## config.mk

```make
export PLATFORM = sky130hd
export DESIGN_NAME = ustw_top
export DESIGN_NICKNAME = d
export VERILOG_FILES = /design/src/ustw_pkg.sv /design/src/ustw_top.sv /design/src/ustw_sync.sv /design/src/ustw_line_detect.sv
export SDC_FILE = /design/constraint.sdc
export NUM_CORES = 1
export LEC_CHECK = 0
export BUFFER_PORTS_ARGS = -buffer_cell sky130_fd_sc_hd__buf_2
export CORE_UTILIZATION = 30
export CTS_CLUSTER_DIAMETER = 100
export DETAILED_ROUTE_END_ITERATION = 10
export PLACE_DENSITY = 0.63
export RECOVER_POWER = 25
export SYNTH_ARGS = -nofsm -noshare
export SYNTH_HDL_FRONTEND = slang
export SYNTH_HIERARCHICAL = 1
export SYNTH_SLANG_ARGS = --single-unit
```

## constraint.sdc

```tcl
create_clock -name aclk -period 2.5 [get_ports aclk]
set_input_delay 0.5 -clock aclk [delete_from_list [all_inputs] [get_ports aclk]]
set_output_delay 0.5 -clock aclk [all_outputs]
set_load 0.05 [all_outputs]
```

## src/ustw_pkg.sv

```systemverilog
// Purpose: shared constants and types of the two-wire serial unit
// Assumes: AXI4-Lite register access with 8-bit registers in the low byte lane
// Notes: byte addresses are word aligned
package ustw_pkg;

	localparam int ADDR_W = 8;

	// register byte addresses
	localparam logic [7:0] ADDR_SHIFT = 8'h00;
	localparam logic [7:0] ADDR_RXBUF = 8'h04;
	localparam logic [7:0] ADDR_STATUS = 8'h08;
	localparam logic [7:0] ADDR_CTRL = 8'h0c;
	localparam logic [7:0] ADDR_PINS = 8'h10;

	// status field positions
	localparam int STS_START = 7;
	localparam int STS_OVF = 6;
	localparam int STS_STOP = 5;
	localparam int STS_COLL = 4;
	localparam int STS_CNT_HI = 3;

	// reset values and the counter maximum
	localparam logic [7:0] SHIFT_RST = 8'h00;
	localparam logic [7:0] RXBUF_RST = 8'h00;
	localparam logic [3:0] CNT_RST = 4'h0;
	localparam logic [7:0] CTRL_RST = 8'h00;
	localparam logic [3:0] PINS_RST = 4'h0;
	localparam logic [3:0] CNT_MAX = 4'hf;

	// bus answers
	localparam logic [1:0] RESP_OKAY = 2'b00;
	localparam logic [1:0] RESP_SLVERR = 2'b10;

	// sda delay of the start detector
	localparam int CLK_PERIOD_NS = 5;
	localparam int SDA_DELAY_NS = 50;
	localparam int SDA_DELAY_CYC = (SDA_DELAY_NS + CLK_PERIOD_NS - 1) / CLK_PERIOD_NS;

	typedef enum logic [1:0] {
		WM_NONE = 2'b00,
		WM_THREE = 2'b01,
		WM_TWO = 2'b10,
		WM_TWO_HOLD = 2'b11
	} ustw_wire_mode_type;

	typedef enum logic [1:0] {
		CS_SOFT = 2'b00,
		CS_TIMER = 2'b01,
		CS_EXT_POS = 2'b10,
		CS_EXT_NEG = 2'b11
	} ustw_clock_source_type;

	// control register, bit 7 down to bit 0
	typedef struct packed {
		logic start_interrupt_enable;
		logic overflow_interrupt_enable;
		ustw_wire_mode_type wire_mode_select;
		ustw_clock_source_type clock_source_select;
		logic software_clock_strobe_select;
		logic clock_pin_toggle_strobe;
	} ustw_ctrl_type;

	// pin register, bit 3 down to bit 0
	typedef struct packed {
		logic scl_dir;
		logic sda_dir;
		logic scl_port;
		logic sda_port;
	} ustw_pins_type;

	// events of the line detector
	typedef struct packed {
		logic scl_level;
		logic scl_rise;
		logic scl_fall;
		logic start_det;
		logic stop_det;
	} ustw_line_ev_type;

endpackage

```

## src/ustw_top.sv

```systemverilog
// Purpose: shift-register serial unit with two-wire slave clock control
// Assumes: AXI4-Lite register access, scl/sda as open-drain pin triples
// Notes: start detection is sampled on aclk, not truly clockless
//
// Overview of operation
// - both ends shift data out on falling scl
// - shifting clock edges also advance counter, except external clock with strobe select set
// - sda driven low when bit 7 or port zero
// - sda falling while scl high sets start flag
// - start holds scl low until start flag cleared
// - slave samples sda on rising scl edge
// - overflow after eight bits holds scl low in the hold variant of two-wire mode only
// - sda delayed 50 to 300 ns for detection
// - start detector works only in two-wire mode
// - start detection independent of processor clock activity
// - external clock counts both scl edges unless strobe select set
// - counter at F overflows on next event
// - software write beats simultaneous shift
// - shift source chosen by clock source select
// - inputs still clock unit with no wire mode
// - output pin follows bit 7 through latch in three-wire mode, sda does in two-wire mode
// - latch open first half-cycle, always when internal
// - completed transfer copied to receive buffer
// - outside two-wire, scl edges set start flag when external clock and strobe select clear
// - start flag write-one-clear, gated interrupt request
// - overflow flag sets on wrap, clears scl hold
// - stop flag set on stop, no interrupt
//
// Implementation choices: the AXI4-Lite register port and the register addresses.
module ustw_top
	import ustw_pkg::*;
(
	input wire logic aclk,
	input wire logic aresetn,
	input wire logic [ADDR_W-1:0] s_axi_awaddr,
	input wire logic s_axi_awvalid,
	output logic s_axi_awready,
	input wire logic [31:0] s_axi_wdata,
	input wire logic [3:0] s_axi_wstrb,
	input wire logic s_axi_wvalid,
	output logic s_axi_wready,
	output logic [1:0] s_axi_bresp,
	output logic s_axi_bvalid,
	input wire logic s_axi_bready,
	input wire logic [ADDR_W-1:0] s_axi_araddr,
	input wire logic s_axi_arvalid,
	output logic s_axi_arready,
	output logic [31:0] s_axi_rdata,
	output logic [1:0] s_axi_rresp,
	output logic s_axi_rvalid,
	input wire logic s_axi_rready,
	input wire logic scl_in,
	output logic scl_out,
	output logic scl_oe,
	input wire logic sda_in,
	output logic sda_out,
	output logic sda_oe,
	output logic data_out_pin,
	input wire logic timer_match,
	input wire logic global_int_enable,
	output logic start_irq,
	output logic ovf_irq
);

	function automatic logic addr_mapped(input logic [ADDR_W-1:0] a);
		return (a == ADDR_SHIFT) || (a == ADDR_RXBUF) || (a == ADDR_STATUS) ||
			(a == ADDR_CTRL) || (a == ADDR_PINS);
	endfunction

	ustw_ctrl_type ctrl_q;
	ustw_ctrl_type ctrl_now;
	ustw_pins_type pins_q;
	ustw_line_ev_type ev;
	logic [7:0] shift_q, shift_d, rxbuf_q;
	logic [3:0] cnt_q;
	logic latch_q;
	logic start_q, ovf_q, stop_q, start_hold_q;
	logic scl_s, sda_s;
	logic two_wire, ext_clk, latch_open, collision, ovf_hold;
	logic shift_evt, cnt_evt, ovf_evt, edge_evt;
	logic wr_en, wr_sel, wr_shift, wr_status, wr_ctrl, wr_pins;
	logic sw_clk, sw_toggle;
	logic [7:0] wbyte;
	logic [7:0] rd_byte;

	ustw_sync u_sync (
		.aclk(aclk),
		.aresetn(aresetn),
		.async_in({scl_in, sda_in}),
		.sync_out({scl_s, sda_s})
	);

	ustw_line_detect u_detect (
		.aclk(aclk),
		.aresetn(aresetn),
		.enable(two_wire),
		.scl_s(scl_s),
		.sda_s(sda_s),
		.ev(ev)
	);

	// write channel: both address and data must be offered before taking them
	always_ff @(posedge aclk) begin
		if (!aresetn) begin
			s_axi_awready <= 1'b0;
			s_axi_wready <= 1'b0;
		end else begin
			s_axi_awready <= s_axi_awvalid & s_axi_wvalid & ~s_axi_awready & ~s_axi_bvalid;
			s_axi_wready <= s_axi_awvalid & s_axi_wvalid & ~s_axi_awready & ~s_axi_bvalid;
		end
	end

	assign wr_en = s_axi_awready & s_axi_awvalid & s_axi_wvalid;

	always_ff @(posedge aclk) begin
		if (!aresetn) begin
			s_axi_bvalid <= 1'b0;
			s_axi_bresp <= RESP_OKAY;
		end else if (wr_en) begin
			s_axi_bvalid <= 1'b1;
			s_axi_bresp <= addr_mapped(s_axi_awaddr) ? RESP_OKAY : RESP_SLVERR;
		end else if (s_axi_bready) begin
			s_axi_bvalid <= 1'b0;
		end
	end

	// registers are one byte wide, only lane 0 carries them
	assign wr_sel = wr_en & s_axi_wstrb[0];
	assign wbyte = s_axi_wdata[7:0];
	assign wr_shift = wr_sel & (s_axi_awaddr == ADDR_SHIFT);
	assign wr_status = wr_sel & (s_axi_awaddr == ADDR_STATUS);
	assign wr_ctrl = wr_sel & (s_axi_awaddr == ADDR_CTRL);
	assign wr_pins = wr_sel & (s_axi_awaddr == ADDR_PINS);

	// read channel
	always_comb begin
		case (s_axi_araddr)
			ADDR_SHIFT: rd_byte = shift_q;
			ADDR_RXBUF: rd_byte = rxbuf_q;
			ADDR_STATUS: rd_byte = {start_q, ovf_q, stop_q, collision, cnt_q};
			ADDR_CTRL: rd_byte = ctrl_q;
			ADDR_PINS: rd_byte = {4'h0, pins_q};
			default: rd_byte = 8'h00;
		endcase
	end

	always_ff @(posedge aclk) begin
		if (!aresetn) begin
			s_axi_arready <= 1'b0;
		end else begin
			s_axi_arready <= s_axi_arvalid & ~s_axi_arready & ~s_axi_rvalid;
		end
	end

	always_ff @(posedge aclk) begin
		if (!aresetn) begin
			s_axi_rvalid <= 1'b0;
			s_axi_rdata <= 32'h0000_0000;
			s_axi_rresp <= RESP_OKAY;
		end else if (s_axi_arready & s_axi_arvalid) begin
			s_axi_rvalid <= 1'b1;
			s_axi_rdata <= {24'h00_0000, rd_byte};
			s_axi_rresp <= addr_mapped(s_axi_araddr) ? RESP_OKAY : RESP_SLVERR;
		end else if (s_axi_rready) begin
			s_axi_rvalid <= 1'b0;
		end
	end

	// control and pin registers; the toggle strobe bit 0 is not stored
	assign sw_clk = wr_ctrl & wbyte[1];
	assign sw_toggle = wr_ctrl & wbyte[0];

	always_ff @(posedge aclk) begin
		if (!aresetn) begin
			ctrl_q <= CTRL_RST;
		end else if (wr_ctrl) begin
			ctrl_q <= {wbyte[7:1], 1'b0};
		end
	end

	always_ff @(posedge aclk) begin
		if (!aresetn) begin
			pins_q <= PINS_RST;
		end else if (wr_pins) begin
			pins_q <= wbyte[3:0];
		end else if (sw_toggle) begin
			pins_q.scl_port <= ~pins_q.scl_port;
		end
	end

	assign two_wire = ctrl_q.wire_mode_select[1];
	assign ext_clk = ctrl_q.clock_source_select[1];
	assign edge_evt = ev.scl_rise | ev.scl_fall;
	// a strobe written with a new source must act under that source, not the old one
	assign ctrl_now = wr_ctrl ? ustw_ctrl_type'({wbyte[7:1], 1'b0}) : ctrl_q;

	// clock source choice; wire mode does not gate the inputs
	always_comb begin
		case (ctrl_now.clock_source_select)
			CS_SOFT: shift_evt = sw_clk;
			CS_TIMER: shift_evt = timer_match;
			CS_EXT_POS: shift_evt = ev.scl_rise;
			CS_EXT_NEG: shift_evt = ev.scl_fall;
			default: shift_evt = 1'b0;
		endcase
		if (!ctrl_now.clock_source_select[1]) begin
			cnt_evt = shift_evt;
		end else if (ctrl_now.software_clock_strobe_select) begin
			cnt_evt = sw_toggle;
		end else begin
			cnt_evt = edge_evt;
		end
	end

	// shift register; a software write wins over a shift in the same cycle
	always_comb begin
		if (wr_shift) begin
			shift_d = wbyte;
		end else if (shift_evt) begin
			shift_d = {shift_q[6:0], sda_s};
		end else begin
			shift_d = shift_q;
		end
	end

	always_ff @(posedge aclk) begin
		if (!aresetn) begin
			shift_q <= SHIFT_RST;
		end else begin
			shift_q <= shift_d;
		end
	end

	// edge counter; a software load wins over a count
	assign ovf_evt = cnt_evt & ~wr_status & (cnt_q == CNT_MAX);

	always_ff @(posedge aclk) begin
		if (!aresetn) begin
			cnt_q <= CNT_RST;
		end else if (wr_status) begin
			cnt_q <= wbyte[STS_CNT_HI:0];
		end else if (cnt_evt) begin
			cnt_q <= cnt_q + 4'h1;
		end
	end

	always_ff @(posedge aclk) begin
		if (!aresetn) begin
			rxbuf_q <= RXBUF_RST;
		end else if (ovf_evt) begin
			rxbuf_q <= shift_d;
		end
	end

	// flags: hardware set wins over a write-one clear
	always_ff @(posedge aclk) begin
		if (!aresetn) begin
			start_q <= 1'b0;
		end else if (ev.start_det ||
			(!two_wire && ext_clk && !ctrl_q.software_clock_strobe_select && edge_evt)) begin
			start_q <= 1'b1;
		end else if (wr_status && wbyte[STS_START]) begin
			start_q <= 1'b0;
		end
	end

	always_ff @(posedge aclk) begin
		if (!aresetn) begin
			ovf_q <= 1'b0;
		end else if (ovf_evt) begin
			ovf_q <= 1'b1;
		end else if (wr_status && wbyte[STS_OVF]) begin
			ovf_q <= 1'b0;
		end
	end

	always_ff @(posedge aclk) begin
		if (!aresetn) begin
			stop_q <= 1'b0;
		end else if (ev.stop_det) begin
			stop_q <= 1'b1;
		end else if (wr_status && wbyte[STS_STOP]) begin
			stop_q <= 1'b0;
		end
	end

	// scl hold after start only begins once the master has pulled scl low
	always_ff @(posedge aclk) begin
		if (!aresetn) begin
			start_hold_q <= 1'b0;
		end else if (two_wire && start_q && ev.scl_fall) begin
			start_hold_q <= 1'b1;
		end else if (!start_q || !two_wire) begin
			start_hold_q <= 1'b0;
		end
	end

	// only the hold variant of two-wire mode stretches after overflow
	assign ovf_hold = ovf_q & (ctrl_q.wire_mode_select == WM_TWO_HOLD);

	// output latch keeps sample and drive on opposite scl edges
	always_comb begin
		if (!ext_clk) begin
			latch_open = 1'b1;
		end else if (ctrl_q.clock_source_select == CS_EXT_NEG) begin
			latch_open = ev.scl_level;
		end else begin
			latch_open = ~ev.scl_level;
		end
	end

	always_ff @(posedge aclk) begin
		if (!aresetn) begin
			latch_q <= 1'b0;
		end else if (latch_open) begin
			latch_q <= shift_d[7];
		end
	end

	assign collision = two_wire & (shift_q[7] != sda_s);

	// pins: open-drain in two-wire mode, plain port otherwise
	always_ff @(posedge aclk) begin
		if (!aresetn) begin
			sda_out <= 1'b0;
			sda_oe <= 1'b0;
			scl_out <= 1'b0;
			scl_oe <= 1'b0;
			data_out_pin <= 1'b0;
		end else if (two_wire) begin
			sda_out <= 1'b0;
			sda_oe <= pins_q.sda_dir & (~latch_q | ~pins_q.sda_port);
			scl_out <= 1'b0;
			scl_oe <= (pins_q.scl_dir & ~pins_q.scl_port) | start_hold_q | ovf_hold;
			data_out_pin <= 1'b0;
		end else begin
			sda_out <= pins_q.sda_port;
			sda_oe <= pins_q.sda_dir;
			scl_out <= pins_q.scl_port;
			scl_oe <= pins_q.scl_dir;
			data_out_pin <= (ctrl_q.wire_mode_select == WM_THREE) ? latch_q : 1'b0;
		end
	end

	// interrupt requests; the stop flag never requests one
	always_ff @(posedge aclk) begin
		if (!aresetn) begin
			start_irq <= 1'b0;
			ovf_irq <= 1'b0;
		end else begin
			start_irq <= start_q & ctrl_q.start_interrupt_enable & global_int_enable;
			ovf_irq <= ovf_q & ctrl_q.overflow_interrupt_enable & global_int_enable;
		end
	end

endmodule

```

## src/ustw_sync.sv

```systemverilog
// Purpose: two-flop synchroniser for the scl and sda pin inputs
// Assumes: inputs are asynchronous to aclk
// Notes: first stage feeds only the second stage
module ustw_sync (
	input wire logic aclk,
	input wire logic aresetn,
	input wire logic [1:0] async_in,
	output logic [1:0] sync_out
);

	logic [1:0] meta_q;

	genvar i;
	generate
		for (i = 0; i < 2; i++) begin : g_bit
			always_ff @(posedge aclk) begin
				if (!aresetn) begin
					meta_q[i] <= 1'b1;
					sync_out[i] <= 1'b1;
				end else begin
					meta_q[i] <= async_in[i];
					sync_out[i] <= meta_q[i];
				end
			end
		end
	endgenerate

endmodule

```

## src/ustw_line_detect.sv

```systemverilog
// Purpose: scl edge finder and start/stop detector on the synchronised lines
// Assumes: scl_s and sda_s are already synchronised to aclk
// Notes: sda passes a delay line so scl is settled when sda moves
module ustw_line_detect
	import ustw_pkg::*;
(
	input wire logic aclk,
	input wire logic aresetn,
	input wire logic enable,
	input wire logic scl_s,
	input wire logic sda_s,
	output ustw_line_ev_type ev
);

	logic [SDA_DELAY_CYC-1:0] sda_line_q;
	logic sda_dly_prev_q;
	logic scl_prev_q;
	logic sda_dly;

	assign sda_dly = sda_line_q[SDA_DELAY_CYC-1];

	always_ff @(posedge aclk) begin
		if (!aresetn) begin
			sda_line_q <= '1;
			sda_dly_prev_q <= 1'b1;
			scl_prev_q <= 1'b1;
		end else begin
			sda_line_q <= {sda_line_q[SDA_DELAY_CYC-2:0], sda_s};
			sda_dly_prev_q <= sda_dly;
			scl_prev_q <= scl_s;
		end
	end

	always_ff @(posedge aclk) begin
		if (!aresetn) begin
			ev <= '0;
			ev.scl_level <= 1'b1;
		end else begin
			ev.scl_level <= scl_s;
			ev.scl_rise <= scl_s & ~scl_prev_q;
			ev.scl_fall <= ~scl_s & scl_prev_q;
			ev.start_det <= enable & scl_s & sda_dly_prev_q & ~sda_dly;
			ev.stop_det <= enable & scl_s & ~sda_dly_prev_q & sda_dly;
		end
	end

endmodule

```

==> PnR_summary.wiki, run 1 <==
{| class="wikitable"
! Metric !! Value
|-
| Outcome || complete, no violations
|-
| Post-cts resize count || 0
|-
| Max Fanout on Critical Path || 9
|-
| RSZ-0062 raised after global routing || no
|-
| CP Data Required Time || between 2 and 3 ns
|-
| Overall global routing resource usage || 14.32%
|-
| Commonest cells in the synthesized netlist || sky130_fd_sc_hd__dfxtp_1 (77), sky130_fd_sc_hd__nand2_1 (44), sky130_fd_sc_hd__a21oi_1 (30)
|-
| Total of max-cap violations || 0
|-
| Quantity of I/O buffers inserted on ports || 57
|-
| Area leader, netlist || sky130_fd_sc_hd__dfxtp_1
|-
| Routed via count || ~2.8k
|-
| DRT Pass-1 Iters || 4
|-
| Overall routed net length || 7999 um
|-
| Hold Path Class || primary input to flop
|-
| Main synth FF type || sky130_fd_sc_hd__dfxtp_1
|-
| LEAKAGE || 1.670 nW
|-
| Element type at the critical path start || primary input
|-
| Number of hold buffers added after CTS || 0
|-
| Top area cells in the synthesized netlist || sky130_fd_sc_hd__dfxtp_1 (45%), sky130_fd_sc_hd__buf_4 (6.2%), sky130_fd_sc_hd__nand2_1 (4.8%)
|-
| Worst IR drop on VDD || 0.0003533 V
|-
| Number of enable-type register cells in the synthesized netlist || 0
|-
| Area of all placed cells without fillers || 4060 um2
|-
| Final Slew Violations || 0
|-
| Detailed-route vias per instance || 4.873
|-
| Wire length of the first global-routing pass || 12,750 um
|-
| Core outline area || 10,940 um2
|-
| Distinct cell type count of the synthesized netlist || 53
|-
| Post-detailed-route wirelength per cell || 14.13 um
|-
| CTS Buffer Depth || 2
|-
| Antenna viol nets, final || 0
|-
| Area enclosed by the die boundary || 11,800 um2
|-
| Post-synthesis sequential area ratio || ~45%
|-
| Dominant cell by count in the synthesized netlist || sky130_fd_sc_hd__dfxtp_1
|-
| RePlAce Congestion || 0.8227
|-
| Antenna Cells || 0
|-
| Drt drc || 0
|-
| Mean instance size in the synthesized netlist || 9.422 um2
|-
| Mapped Cells || roughly 360
|-
| Pin count of the biggest net entering global routing || 43
|-
| Starting density of the core || between 30 and 40%
|-
| I/O pin count || 111
|-
| Total clock buffers created by CTS || 9
|-
| HPWL after detailed placement || just under 6000 um
|-
| Count of routing violations after the opening detailed-route iteration || 178
|-
| Fmax || 488.1 MHz
|-
| Total power divided by cell area || around 700 nW/um2
|-
| Relative area change from synthesis to final layout || 19.04%
|-
| Post-layout nets || 485
|-
| Final hold viol count || 0
|-
| Reg clk slew, reported paths || 0.05 ns
|-
| Fraction of registers with async set/reset || 0%
|-
| Setup-failing EPs final || 0
|-
| Critical path arrival || 2.26 ns
|-
| H-tree level count || 3
|-
| Final clock skew || 0.006878 ns
|-
| Clock Sinks || 77
|-
| Vertical extent of the die || around 110 um
|-
| Number of antenna violations at the first check in global routing || 0
|-
| X dimension of the die || about 110 um
|-
| Share of final-layout standard cells stronger than drive strength 1 || 22.54%
|-
| Post-synthesis register bit count || 77
|-
| Post-detailed-placement cell area || between 3000 and 4000 um2
|-
| Post-layout min period || 2.049 ns
|-
| TritonCTS clock tree || built
|-
| Yosys warning count || 6
|-
| Cell at the root of the clock tree || sky130_fd_sc_hd__clkbuf_16
|-
| Via count of the first global-routing pass || ~2.6k
|-
| Fraction of synthesized cell area taken by the top area cell type || 45.19%
|-
| Post-CTS Setup Repair Bufs || 0
|-
| Aggregate global routing overflow || 0
|-
| TNS Setup || 0 ns
|-
| Type of element capturing the critical path || flop
|-
| Category of the most critical setup path || primary input to flop
|-
| Final period util || 81.96%
|-
| Latest clock arrival within the worst-skew pair || 0.33 ns
|-
| Standard-cell rows || 38
|-
| Cell area after synthesis || roughly 3400 um2
|}
-- final timing paths --
path	slack, ns	start	end	cells past startpoint
worst max-delay path	0.45	s_axi_awaddr[4]	rxbuf_q[5]	7
worst min-delay path	0.35	sda_in	u_sync/meta_q[0]	2
worst max register to register	0.49	s_axi_wready	rxbuf_q[5]	6
worst min register to register	0.40	u_detect/sda_line_q[7]	u_detect/sda_line_q[8]	1
-- area by class of cell --
type | instances | area [um2]
clock buffer | 13 | 250.2
clock inverter | 3 | 68.82
fill | 1090 | 6875
inverter | 3 | 11.26
multi-input combinational | 264 | 1662
sequential | 77 | 1541
tap | 140 | 175.2
timing repair buffer | 66 | 351.6
-- cell usage in the layout, fill, tap and decap left out, types with 2 or more instances in the layout --
master and n:
sky130_fd_sc_hd__a222oi_1 3, sky130_fd_sc_hd__mux4_2 5, sky130_fd_sc_hd__nand2b_1 17, sky130_fd_sc_hd__and2_1 5, sky130_fd_sc_hd__or4_1 2, sky130_fd_sc_hd__buf_2 56, sky130_fd_sc_hd__nor4_1 2, sky130_fd_sc_hd__nor3b_1 3
sky130_fd_sc_hd__a21oi_1 30, sky130_fd_sc_hd__xor2_1 4, sky130_fd_sc_hd__and3_1 5, sky130_fd_sc_hd__clkbuf_16 9, sky130_fd_sc_hd__nand2_1 44, sky130_fd_sc_hd__o21ai_0 9, sky130_fd_sc_hd__o22ai_1 7, sky130_fd_sc_hd__buf_4 9
sky130_fd_sc_hd__a211o_1 2, sky130_fd_sc_hd__mux2_2 3, sky130_fd_sc_hd__a22o_1 3, sky130_fd_sc_hd__dfxtp_1 77, sky130_fd_sc_hd__clkbuf_1 4, sky130_fd_sc_hd__nand4_1 5, sky130_fd_sc_hd__nand3_1 10, sky130_fd_sc_hd__a211oi_1 3
sky130_fd_sc_hd__conb_1 26, sky130_fd_sc_hd__inv_1 2, sky130_fd_sc_hd__mux2_4 4, sky130_fd_sc_hd__a21o_1 2, sky130_fd_sc_hd__mux2i_1 15, sky130_fd_sc_hd__nor3_1 5, sky130_fd_sc_hd__nor2b_1 2, sky130_fd_sc_hd__bufinv_16 2
sky130_fd_sc_hd__and4_1 4, sky130_fd_sc_hd__nor2_1 25
-- power breakdown --
group | internal, W | leakage, nW | switching [W] | total (W)
clock network | 0.000904 | 0.154 | 0.000474 | 0.00138
logic | 0.0000489 | 0.893 | 0.000180 | 0.000229
registers | 0.00124 | 0.623 | 0.00000701 | 0.00125
-- cells by family (layout without fill, tap and decap cells) --
group / after synthesis / after routing / share of synthesized area [%]
simple gates: 137 / 137 / 20.87
flops: 77 / 77 / 45.19
buf+inv: 46 / 85 / 8.841
mux: 27 / 27 / 10.45
other cells: 1 / 26 / 0.1099
compound gates: 68 / 68 / 12.88
fa+ha+maj: 1 / 1 / 0.3668
xor+xnor: 5 / 5 / 1.284
-- registers in the layout, summed over array words and instances (netlist names), 2 cells and up --
signal               count
cnt_q                    4
pins_q                   4
u_sync/meta_q            2
shift_q                  8
u_sync/sync_out          2
ctrl_q                   7
s_axi_rdata              8
u_detect/ev              5
rxbuf_q                  8
u_detect/sda_line_q     10
-- per-layer routing --
layer	up-vias	share of wire (%)	GRT usage (%)	wire length, um
li1	1346	-	-	-
met1	1293	43	16.72	3466
met2	109	48	24.23	3862
met3	10	7.0	4.662	558
met4	0	1.4	5.598	112
met5	-	0	0	0
-- critical path: stages --
cell and delay (ns):
sky130_fd_sc_hd__buf_2 0.13, sky130_fd_sc_hd__nor4_4 0.35, sky130_fd_sc_hd__and4_1 0.30, sky130_fd_sc_hd__mux2_4 0.39, sky130_fd_sc_hd__mux2_4 0.32, sky130_fd_sc_hd__mux2i_1 0.17
sky130_fd_sc_hd__o22ai_1 0.10
-- per-stage QoR --
step / power [W] / hold slack, ns / utilization (%) / cells / worst slack (ns)
after CTS: 0.002876 / 0.3355 / 37.14 / 566 / 0.4543
after floorplan: 0.001467 / 0.3863 / - / 387 / 0.03089
final: 0.002853 / 0.3484 / 37.13 / 566 / 0.4511
after detailed placement: 0.001502 / 0.3929 / 34.22 / 550 / 0.1061
after global placement: 0.001500 / 0.3883 / 34.22 / 550 / 0.1434
after global routing: 0.002952 / 0.3419 / 37.13 / 566 / 0.3521
Power figures use the tool's default switching activity.
==> run 2, diff against run 1 <==
--- a/config.mk
+++ b/config.mk
@@ -5,11 +5,12 @@
 export SDC_FILE = /design/constraint.sdc
 export NUM_CORES = 1
 export LEC_CHECK = 0
+export ABC_AREA = 1
 export BUFFER_PORTS_ARGS = -buffer_cell sky130_fd_sc_hd__buf_2
 export CORE_UTILIZATION = 30
 export CTS_CLUSTER_DIAMETER = 100
 export DETAILED_ROUTE_END_ITERATION = 10
-export PLACE_DENSITY = 0.63
+export PLACE_DENSITY = 0.64
 export RECOVER_POWER = 25
 export SYNTH_ARGS = -nofsm -noshare
 export SYNTH_HDL_FRONTEND = slang
==> constraint.sdc (replaced) <==
create_clock -name aclk -period 1.7 [get_ports aclk]
set_input_delay 0.34 -clock aclk [delete_from_list [all_inputs] [get_ports aclk]]
set_output_delay 0.34 -clock aclk [all_outputs]
set_load 0.05 [all_outputs]
==> PnR_summary.wiki, run 2 <==
{| class="wikitable"
! Metric !! Value
|-
| Outcome || finished with violations
|-
| Failing checks || DRC, setup timing
|-
| Sequential Area || roughly 1500 um2
|-
| Post-synthesis sequential area ratio || 42.81%
|-
| Top area cells in the synthesized netlist || sky130_fd_sc_hd__dfxtp_1 (43%), sky130_fd_sc_hd__nand2_1 (10%), sky130_fd_sc_hd__inv_1 (8.4%)
|-
| Switching Share || between 20% and 30%
|-
| RSZ-0062 raised after global routing || yes
|-
| Number of enable-type register cells in the synthesized netlist || 0
|-
| Antenna Cells || 0
|-
| Measured slew at the worst slew-check pin || 0.7648 ns
|-
| Starting density of the core || 31.14%
|-
| Portion of total power attributed to sequential cells || 43.4%
|-
| Final worst hold slack || 0.1824 ns
|-
| Worst-case headroom to the max-slew limit || just under 50%
|-
| Drt drc || 9
|-
| H-tree level count || 3
|-
| Worst IR drop on VDD || approximately 0.00062 V
|-
| Total power divided by cell area || approximately 870 nW/um2
|-
| Yosys warning count || 6
|-
| Fraction of synthesized cell area taken by the top area cell type || 42.81%
|-
| Type of element capturing the critical path || flop
|-
| Critical path buffer and inverter count || 3
|-
| Crit path setup slack, layout || -0.06970 ns
|-
| Highest-delay cell along the critical path || sky130_fd_sc_hd__dfxtp_4
|-
| Mean instance size in the synthesized netlist || 7.319 um2
|-
| X dimension of the die || 111.6 um
|-
| Reg clk slew, reported paths || about 0.060 ns
|-
| Number of antenna violations at the first check in global routing || 0
|-
| Fraction of registers with async set/reset || 0%
|-
| CP cell instances || nand3_4, nor2_4, nand2_4, buf_6, nand2_2, nand2_4, nand3_4, nand4_4, clkinv_4, nand3_1, nand2_1, inv_1
|-
| CTS Buffer Depth || 2
|-
| Vertical extent of the die || between 100 and 150 um
|-
| Non-filler cells, final || ~740
|-
| Final period util || 104.1%
|-
| HPWL after detailed placement || 6971 um
|-
| CP top delay family || simple AND/OR/NAND/NOR gates
|-
| Commonest cells in the synthesized netlist || sky130_fd_sc_hd__nand2_1 (96), sky130_fd_sc_hd__inv_1 (81), sky130_fd_sc_hd__dfxtp_1 (77)
|-
| Via count of the first global-routing pass || 3,251
|-
| TritonCTS clock tree || built
|-
| Multi-input gate area || roughly 1900 um2
|-
| Number of hold buffers added after CTS || 0
|-
| Pin count of the biggest net entering global routing || 39
|-
| Dominant cell by count in the synthesized netlist || sky130_fd_sc_hd__nand2_1
|-
| Category of the most critical setup path || flop to flop
|-
| Mapped Cells || 492
|-
| Final Power || about 0.0042 W
|-
| Net switching power || 0.001006 W
|-
| Cell total after placement || just over 700
|-
| I/O pin count || about 110
|-
| Power share of the clock group || about half
|-
| Total of max-cap violations || 0
|-
| Standard-cell rows || 39
|-
| CP Data Required Time || 1.93 ns
|-
| Most common cell after layout, fill and taps aside || sky130_fd_sc_hd__nand2_1
|-
| Relative area change from synthesis to final layout || 35.23%
|-
| Aggregate global routing overflow || 0
|-
| Antenna viol nets, final || 0
|-
| Post-detailed-route wirelength per cell || 13.34 um
|-
| Wire length of the first global-routing pass || 15,570 um
|-
| Combinational fraction of design power || ~8.5%
|-
| Post-layout nets || 651
|-
| Element type at the critical path start || flop
|-
| Fmax || 565.1 MHz
|-
| Area leader, netlist || sky130_fd_sc_hd__dfxtp_1
|-
| Most used cells in the layout excluding fill and tap cells || sky130_fd_sc_hd__nand2_1 (88), sky130_fd_sc_hd__inv_1 (78), sky130_fd_sc_hd__dfxtp_1 (76)
|-
| Hold Path Class || primary input to flop
|-
| Critical path arrival || 2.00 ns
|-
| Cell area after synthesis || 3601 um2
|-
| Count of routing violations after the opening detailed-route iteration || 222
|-
| Routed via count || 3,442
|-
| Detailed-route vias per instance || 4.683
|-
| Number of flip-flops under the largest register name || 10
|-
| Quantity of I/O buffers inserted on ports || 57
|-
| Area enclosed by the die boundary || ~12,000 um2
|-
| Core outline area || 11,560 um2
|-
| LEAKAGE || 2.252 nW
|-
| Internal cell power || 0.003219 W
|-
| Overall global routing resource usage || 15.92%
|-
| Total of fill cells in the finished design || 1,138
|-
| Final hold viol count || 0
|-
| Post-layout min period || 1.770 ns
|-
| Share of final-layout standard cells stronger than drive strength 1 || 31.93%
|-
| Max incr delay on CP || 0.36 ns
|-
| Total clock buffers created by CTS || 9
|-
| Main synth FF type || sky130_fd_sc_hd__dfxtp_1
|-
| RePlAce Congestion || 0.8607
|-
| Final clock skew || 0.01087 ns
|-
| Cell at the root of the clock tree || sky130_fd_sc_hd__clkbuf_16
|-
| Post-synthesis register bit count || 77
|-
| DRT Pass-1 Iters || 10
|-
| Latest clock arrival within the worst-skew pair || 0.34 ns
|-
| Overall routed net length || 9804 um
|-
| Distinct cell type count of the synthesized netlist || 36
|-
| Setup-failing EPs final || 9
|-
| Final Slew Violations || 0
|-
| Largest register by flop count || u_detect/sda_line_q
|-
| Max Fanout on Critical Path || 8
|-
| Clock Sinks || 77
|}
## run 2: changes by cell type in the layout (fill, tap and decap cells not counted), moves of 6 or more
cell                       previous run  this run
sky130_fd_sc_hd__a21oi_1             30        41
sky130_fd_sc_hd__a21oi_2              0         8
sky130_fd_sc_hd__buf_4                9        32
sky130_fd_sc_hd__inv_1                2        78
sky130_fd_sc_hd__mux2i_1             15         1
sky130_fd_sc_hd__nand2_1             44        88
sky130_fd_sc_hd__nand2_2              0        11
sky130_fd_sc_hd__nand2_4              0         6
sky130_fd_sc_hd__nand2b_1            17         0
sky130_fd_sc_hd__nand3_2              0        25
sky130_fd_sc_hd__nand3_4              0        11
sky130_fd_sc_hd__o21ai_0              9        29
## run 2: kinds of logic (layout without fill, tap and decap cells)
logic type / count (synthesis) / count (layout) / synth area share [%]
multiplexers: 1 / 1 / 0.2780
buffers and inverters: 122 / 196 / 16.71
XOR/XNOR: 3 / 3 / 0.7298
AND/OR/NAND/NOR: 197 / 198 / 25.71
other: 1 / 26 / 0.1041
adder cells (fa/ha/maj): 1 / 1 / 0.3474
flip-flops: 77 / 77 / 42.81
AO/OA/AOI/OAI: 90 / 90 / 13.31
## run 2: per-layer routing
metal	up-vias	wire, um	track usage [%]
met5	-	0	0
met2	123	4695	26.25
li1	1717	-	-
met4	0	236	5.315
met1	1582	4202	19.82
met3	20	670	4.736
## run 2: what timing repair did
action                                  in CTS  in global routing
pin swaps                                    3                 31
cloned                                       1                  0
buffers inserted                             0                  7
endpoints found under the setup margin      15                 22
gates resized for setup                      7                 67
## run 2: worst reg2reg max path, delay by kind of cell, from the launching register on
kind                   cells  cell delay, ns
buffers and inverters      3            0.34
DFF                        1            0.36
and+or+nand+nor            9            0.96
## run 2: worst paths after layout
check             cells past startpoint  slack (ns)            endpoint             start
setup reg to reg                     12       -0.07          rxbuf_q[6]      s_axi_wready
setup / recovery                     12       -0.07          rxbuf_q[6]      s_axi_wready
hold / removal                        3        0.18    u_sync/meta_q[1]            scl_in
hold reg to reg                       2        0.40  u_sync/sync_out[1]  u_sync/meta_q[1]
## run 2: layout make-up
type                            count  area share [%]
Multi-Input combinational cell    319           38.72
Sequential cell                    77           31.73
Timing Repair Buffer               97           12.85
Inverter                           83           6.501
Clock buffer                       11           4.985
Tap cell                          143           3.674
Clock inverter                      5           1.542
## run 2: metrics by stage
step	worst slack (ns)	TNS [ns]	cell area, um2	util (%)
after floorplan	-0.08983	-0.9342	3706	-
after global placement	-0.3038	-4.732	4158	35.95
after detailed placement	-0.3280	-5.887	4158	35.95
after CTS	-0.02144	-0.04074	4521	39.09
after global routing	-0.1681	-2.255	4870	42.11
final	-0.06970	-0.3954	4870	42.11
## run 2: power groups by stage
stage / Sequential [W] / Combinational [W] / Clock, W
after floorplan: 0.00191 / 0.000260 / 0
after global placement: 0.00187 / 0.000343 / 0
after detailed placement: 0.00187 / 0.000348 / 0
after CTS: 0.00183 / 0.000349 / 0.00207
after global routing: 0.00184 / 0.000384 / 0.00215
final: 0.00184 / 0.000358 / 0.00203
==> run 3, diff against run 2 <==
--- a/config.mk
+++ b/config.mk
@@ -5,13 +5,13 @@
 export SDC_FILE = /design/constraint.sdc
 export NUM_CORES = 1
 export LEC_CHECK = 0
-export ABC_AREA = 1
 export BUFFER_PORTS_ARGS = -buffer_cell sky130_fd_sc_hd__buf_2
 export CORE_UTILIZATION = 30
 export CTS_CLUSTER_DIAMETER = 100
 export DETAILED_ROUTE_END_ITERATION = 10
-export PLACE_DENSITY = 0.64
+export PLACE_DENSITY = 0.65
 export RECOVER_POWER = 25
+export REMOVE_ABC_BUFFERS = 1
 export SYNTH_ARGS = -nofsm -noshare
 export SYNTH_HDL_FRONTEND = slang
 export SYNTH_HIERARCHICAL = 1
==> PnR_summary.wiki, run 3 (synthesized netlist as in run 1, its figures left out) <==
{| class="wikitable"
! Metric !! Value
|-
| Outcome || finished with violations
|-
| Failing checks || setup timing
|-
| Total power divided by cell area || 934.3 nW/um2
|-
| Terminus of the critical flop-to-flop path || rxbuf_q[0]
|-
| Routed via count || 2,876
|-
| Area enclosed by the die boundary || 11,800 um2
|-
| Switching Share || 24.37%
|-
| Antenna viol nets, final || 0
|-
| TNS Setup || -0.8776 ns
|-
| Fmax || 553.2 MHz
|-
| Post-layout nets || between 500 and 600
|-
| Final clock skew || 0.003591 ns
|-
| Relative area change from synthesis to final layout || 28.28%
|-
| Cell at the root of the clock tree || sky130_fd_sc_hd__clkbuf_16
|-
| Quantity of I/O buffers inserted on ports || 57
|-
| Core outline area || 10,940 um2
|-
| Final hold viol count || 0
|-
| Cells on worst reg2reg path || 6
|-
| Via count of the first global-routing pass || 2,800
|-
| Clock Sinks || 77
|-
| Power share of the clock group || between 40% and 50%
|-
| CP Data Required Time || about 1.9 ns
|-
| Crit path setup slack, layout || -0.1078 ns
|-
| Overall global routing resource usage || 15.43%
|-
| Starting density of the core || between 30% and 40%
|-
| DRT Pass-1 Iters || 4
|-
| H-tree level count || 3
|-
| Reg clk slew, reported paths || 0.06 ns
|-
| X dimension of the die || 108.6 um
|-
| Critical path arrival || between 2 and 2.5 ns
|-
| Internal cell power || 0.003092 W
|-
| Total of max-cap violations || 0
|-
| Utilization after layout || 40.01%
|-
| RePlAce Congestion || 0.8585
|-
| Largest register by flop count || u_detect/sda_line_q
|-
| Combinational fraction of design power || 9.2%
|-
| Number of antenna violations at the first check in global routing || 0
|-
| Wire length of the first global-routing pass || 13,750 um
|-
| Aggregate global routing overflow || 0
|-
| Overall routed net length || 8481 um
|-
| I/O pin count || 111
|-
| Final Slew Violations || 0
|-
| Crit path to || rxbuf_q[0]
|-
| Number of flip-flops under the largest register name || 10
|-
| Worst-case headroom to the max-slew limit || 62.06%
|-
| Setup-failing EPs final || 15
|-
| Element type at the critical path start || flop
|-
| Final worst hold slack || 0.1869 ns
|-
| Portion of total power attributed to sequential cells || 44.8%
|-
| Count of routing violations after the opening detailed-route iteration || 125
|-
| Worst IR drop on VDD || 0.0004208 V
|-
| Total of fill cells in the finished design || ~1.1k
|-
| Category of the most critical setup path || flop to flop
|-
| Share of final-layout standard cells stronger than drive strength 1 || 31.10%
|-
| CTS Buffer Depth || 2
|-
| Drt drc || 0
|-
| Final period util || 106.3%
|-
| Measured slew at the worst slew-check pin || 0.5691 ns
|-
| TritonCTS clock tree || built
|-
| Detailed-route vias per instance || 4.769
|-
| Max Fanout on Critical Path || 8
|-
| Antenna Cells || 0
|-
| Startpoint of the worst register-to-register path || s_axi_wready
|-
| Number of hold buffers added after CTS || 0
|-
| HPWL after detailed placement || 6270 um
|-
| Worst setup path startpoint || s_axi_wready
|-
| Net switching power || 0.0009961 W
|-
| Reg-to-reg setup timing slack || -0.11 ns
|-
| Hold Path Class || primary input to flop
|-
| LEAKAGE || about 1.9 nW
|-
| Most used cells in the layout excluding fill and tap cells || sky130_fd_sc_hd__dfxtp_1 (76), sky130_fd_sc_hd__buf_2 (57), sky130_fd_sc_hd__nand2_1 (43), sky130_fd_sc_hd__buf_4 (43), sky130_fd_sc_hd__a21oi_1 (28)
|-
| Total clock buffers created by CTS || 9
|-
| Post-layout min period || between 1.5 and 2 ns
|-
| RSZ-0062 raised after global routing || yes
|-
| Post-detailed-route wirelength per cell || 14.06 um
|-
| Pin count of the biggest net entering global routing || 34
|-
| Type of element capturing the critical path || flop
|-
| Standard-cell rows || 38
|-
| Most common cell after layout, fill and taps aside || sky130_fd_sc_hd__dfxtp_1
|-
| Vertical extent of the die || 108.6 um
|-
| Latest clock arrival within the worst-skew pair || about 0.33 ns
|}
-- run 3: area by class of cell --
class / count / area (um2) / area share, %
Clock buffer: 12 / 246.5 / 5.633
Inverter: 3 / 11.26 / 0.2574
Clock inverter: 4 / 47.55 / 1.087
Multi-Input combinational cell: 264 / 1725 / 39.43
Sequential cell: 77 / 1543 / 35.26
Tap cell: 140 / 175.2 / 4.003
Timing Repair Buffer: 103 / 626.9 / 14.33
-- run 3: critical path, cell delays in order (launching register included) --
cell and delay (ns):
sky130_fd_sc_hd__dfxtp_2 0.32, sky130_fd_sc_hd__and4_4 0.20, sky130_fd_sc_hd__and4_4 0.23, sky130_fd_sc_hd__mux2_4 0.36, sky130_fd_sc_hd__mux2_4 0.31, sky130_fd_sc_hd__mux2i_1 0.18, sky130_fd_sc_hd__o22ai_1 0.10
-- run 3: metal layers --
metal / vias to the layer above / GRT usage, % / part of all wire [%]
li1: 1425 / - / -
met1: 1348 / 17.88 / 43
met2: 88 / 26.85 / 50
met3: 15 / 4.543 / 5.5
met4: 0 / 5.598 / 1.9
met5: - / 0 / 0
-- run 3: how the worst min path moves through the flow --
stage,from,endpoint,depth (start not counted)
6_report,scl_in,u_sync/meta_q[1],2
4_1_cts,scl_in,u_sync/meta_q[1],2
5_1_grt,scl_in,u_sync/meta_q[1],2
3_3_place_gp,u_sync/meta_q[0],u_sync/sync_out[0],1
3_5_place_dp,u_detect/sda_line_q[8],u_detect/sda_line_q[9],1
2_1_floorplan,u_detect/sda_line_q[0],u_detect/sda_line_q[1],1
-- run 3: repair_timing --
item / in CTS / in global routing
cloned: 0 / 1
pin swaps: 4 / 8
setup buffers: 0 / 1
gates resized for setup: 6 / 12
endpoints found under the setup margin: 19 / 25
-- run 3: power groups by stage --
stage | registers, W | clock network [W] | logic, W
after floorplan | 0.00191 | 0 | 0.000182
after global placement | 0.00187 | 0 | 0.000365
after CTS | 0.00183 | 0.00193 | 0.000373
final | 0.00183 | 0.00188 | 0.000376
after detailed placement | 0.00187 | 0 | 0.000371
after global routing | 0.00183 | 0.00201 | 0.000402
-- run 3: through the flow --
step | worst slack [ns] | area, um2 | cells | power, W
final | -0.1078 | 4375 | 603 | 0.004088
after floorplan | -1.033 | 3214 | 344 | 0.002089
after global routing | -0.1667 | 4375 | 603 | 0.004245
after CTS | -0.1097 | 4319 | 601 | 0.004132
after detailed placement | -0.4342 | 4005 | 585 | 0.002242
after global placement | -0.3597 | 4005 | 585 | 0.002236
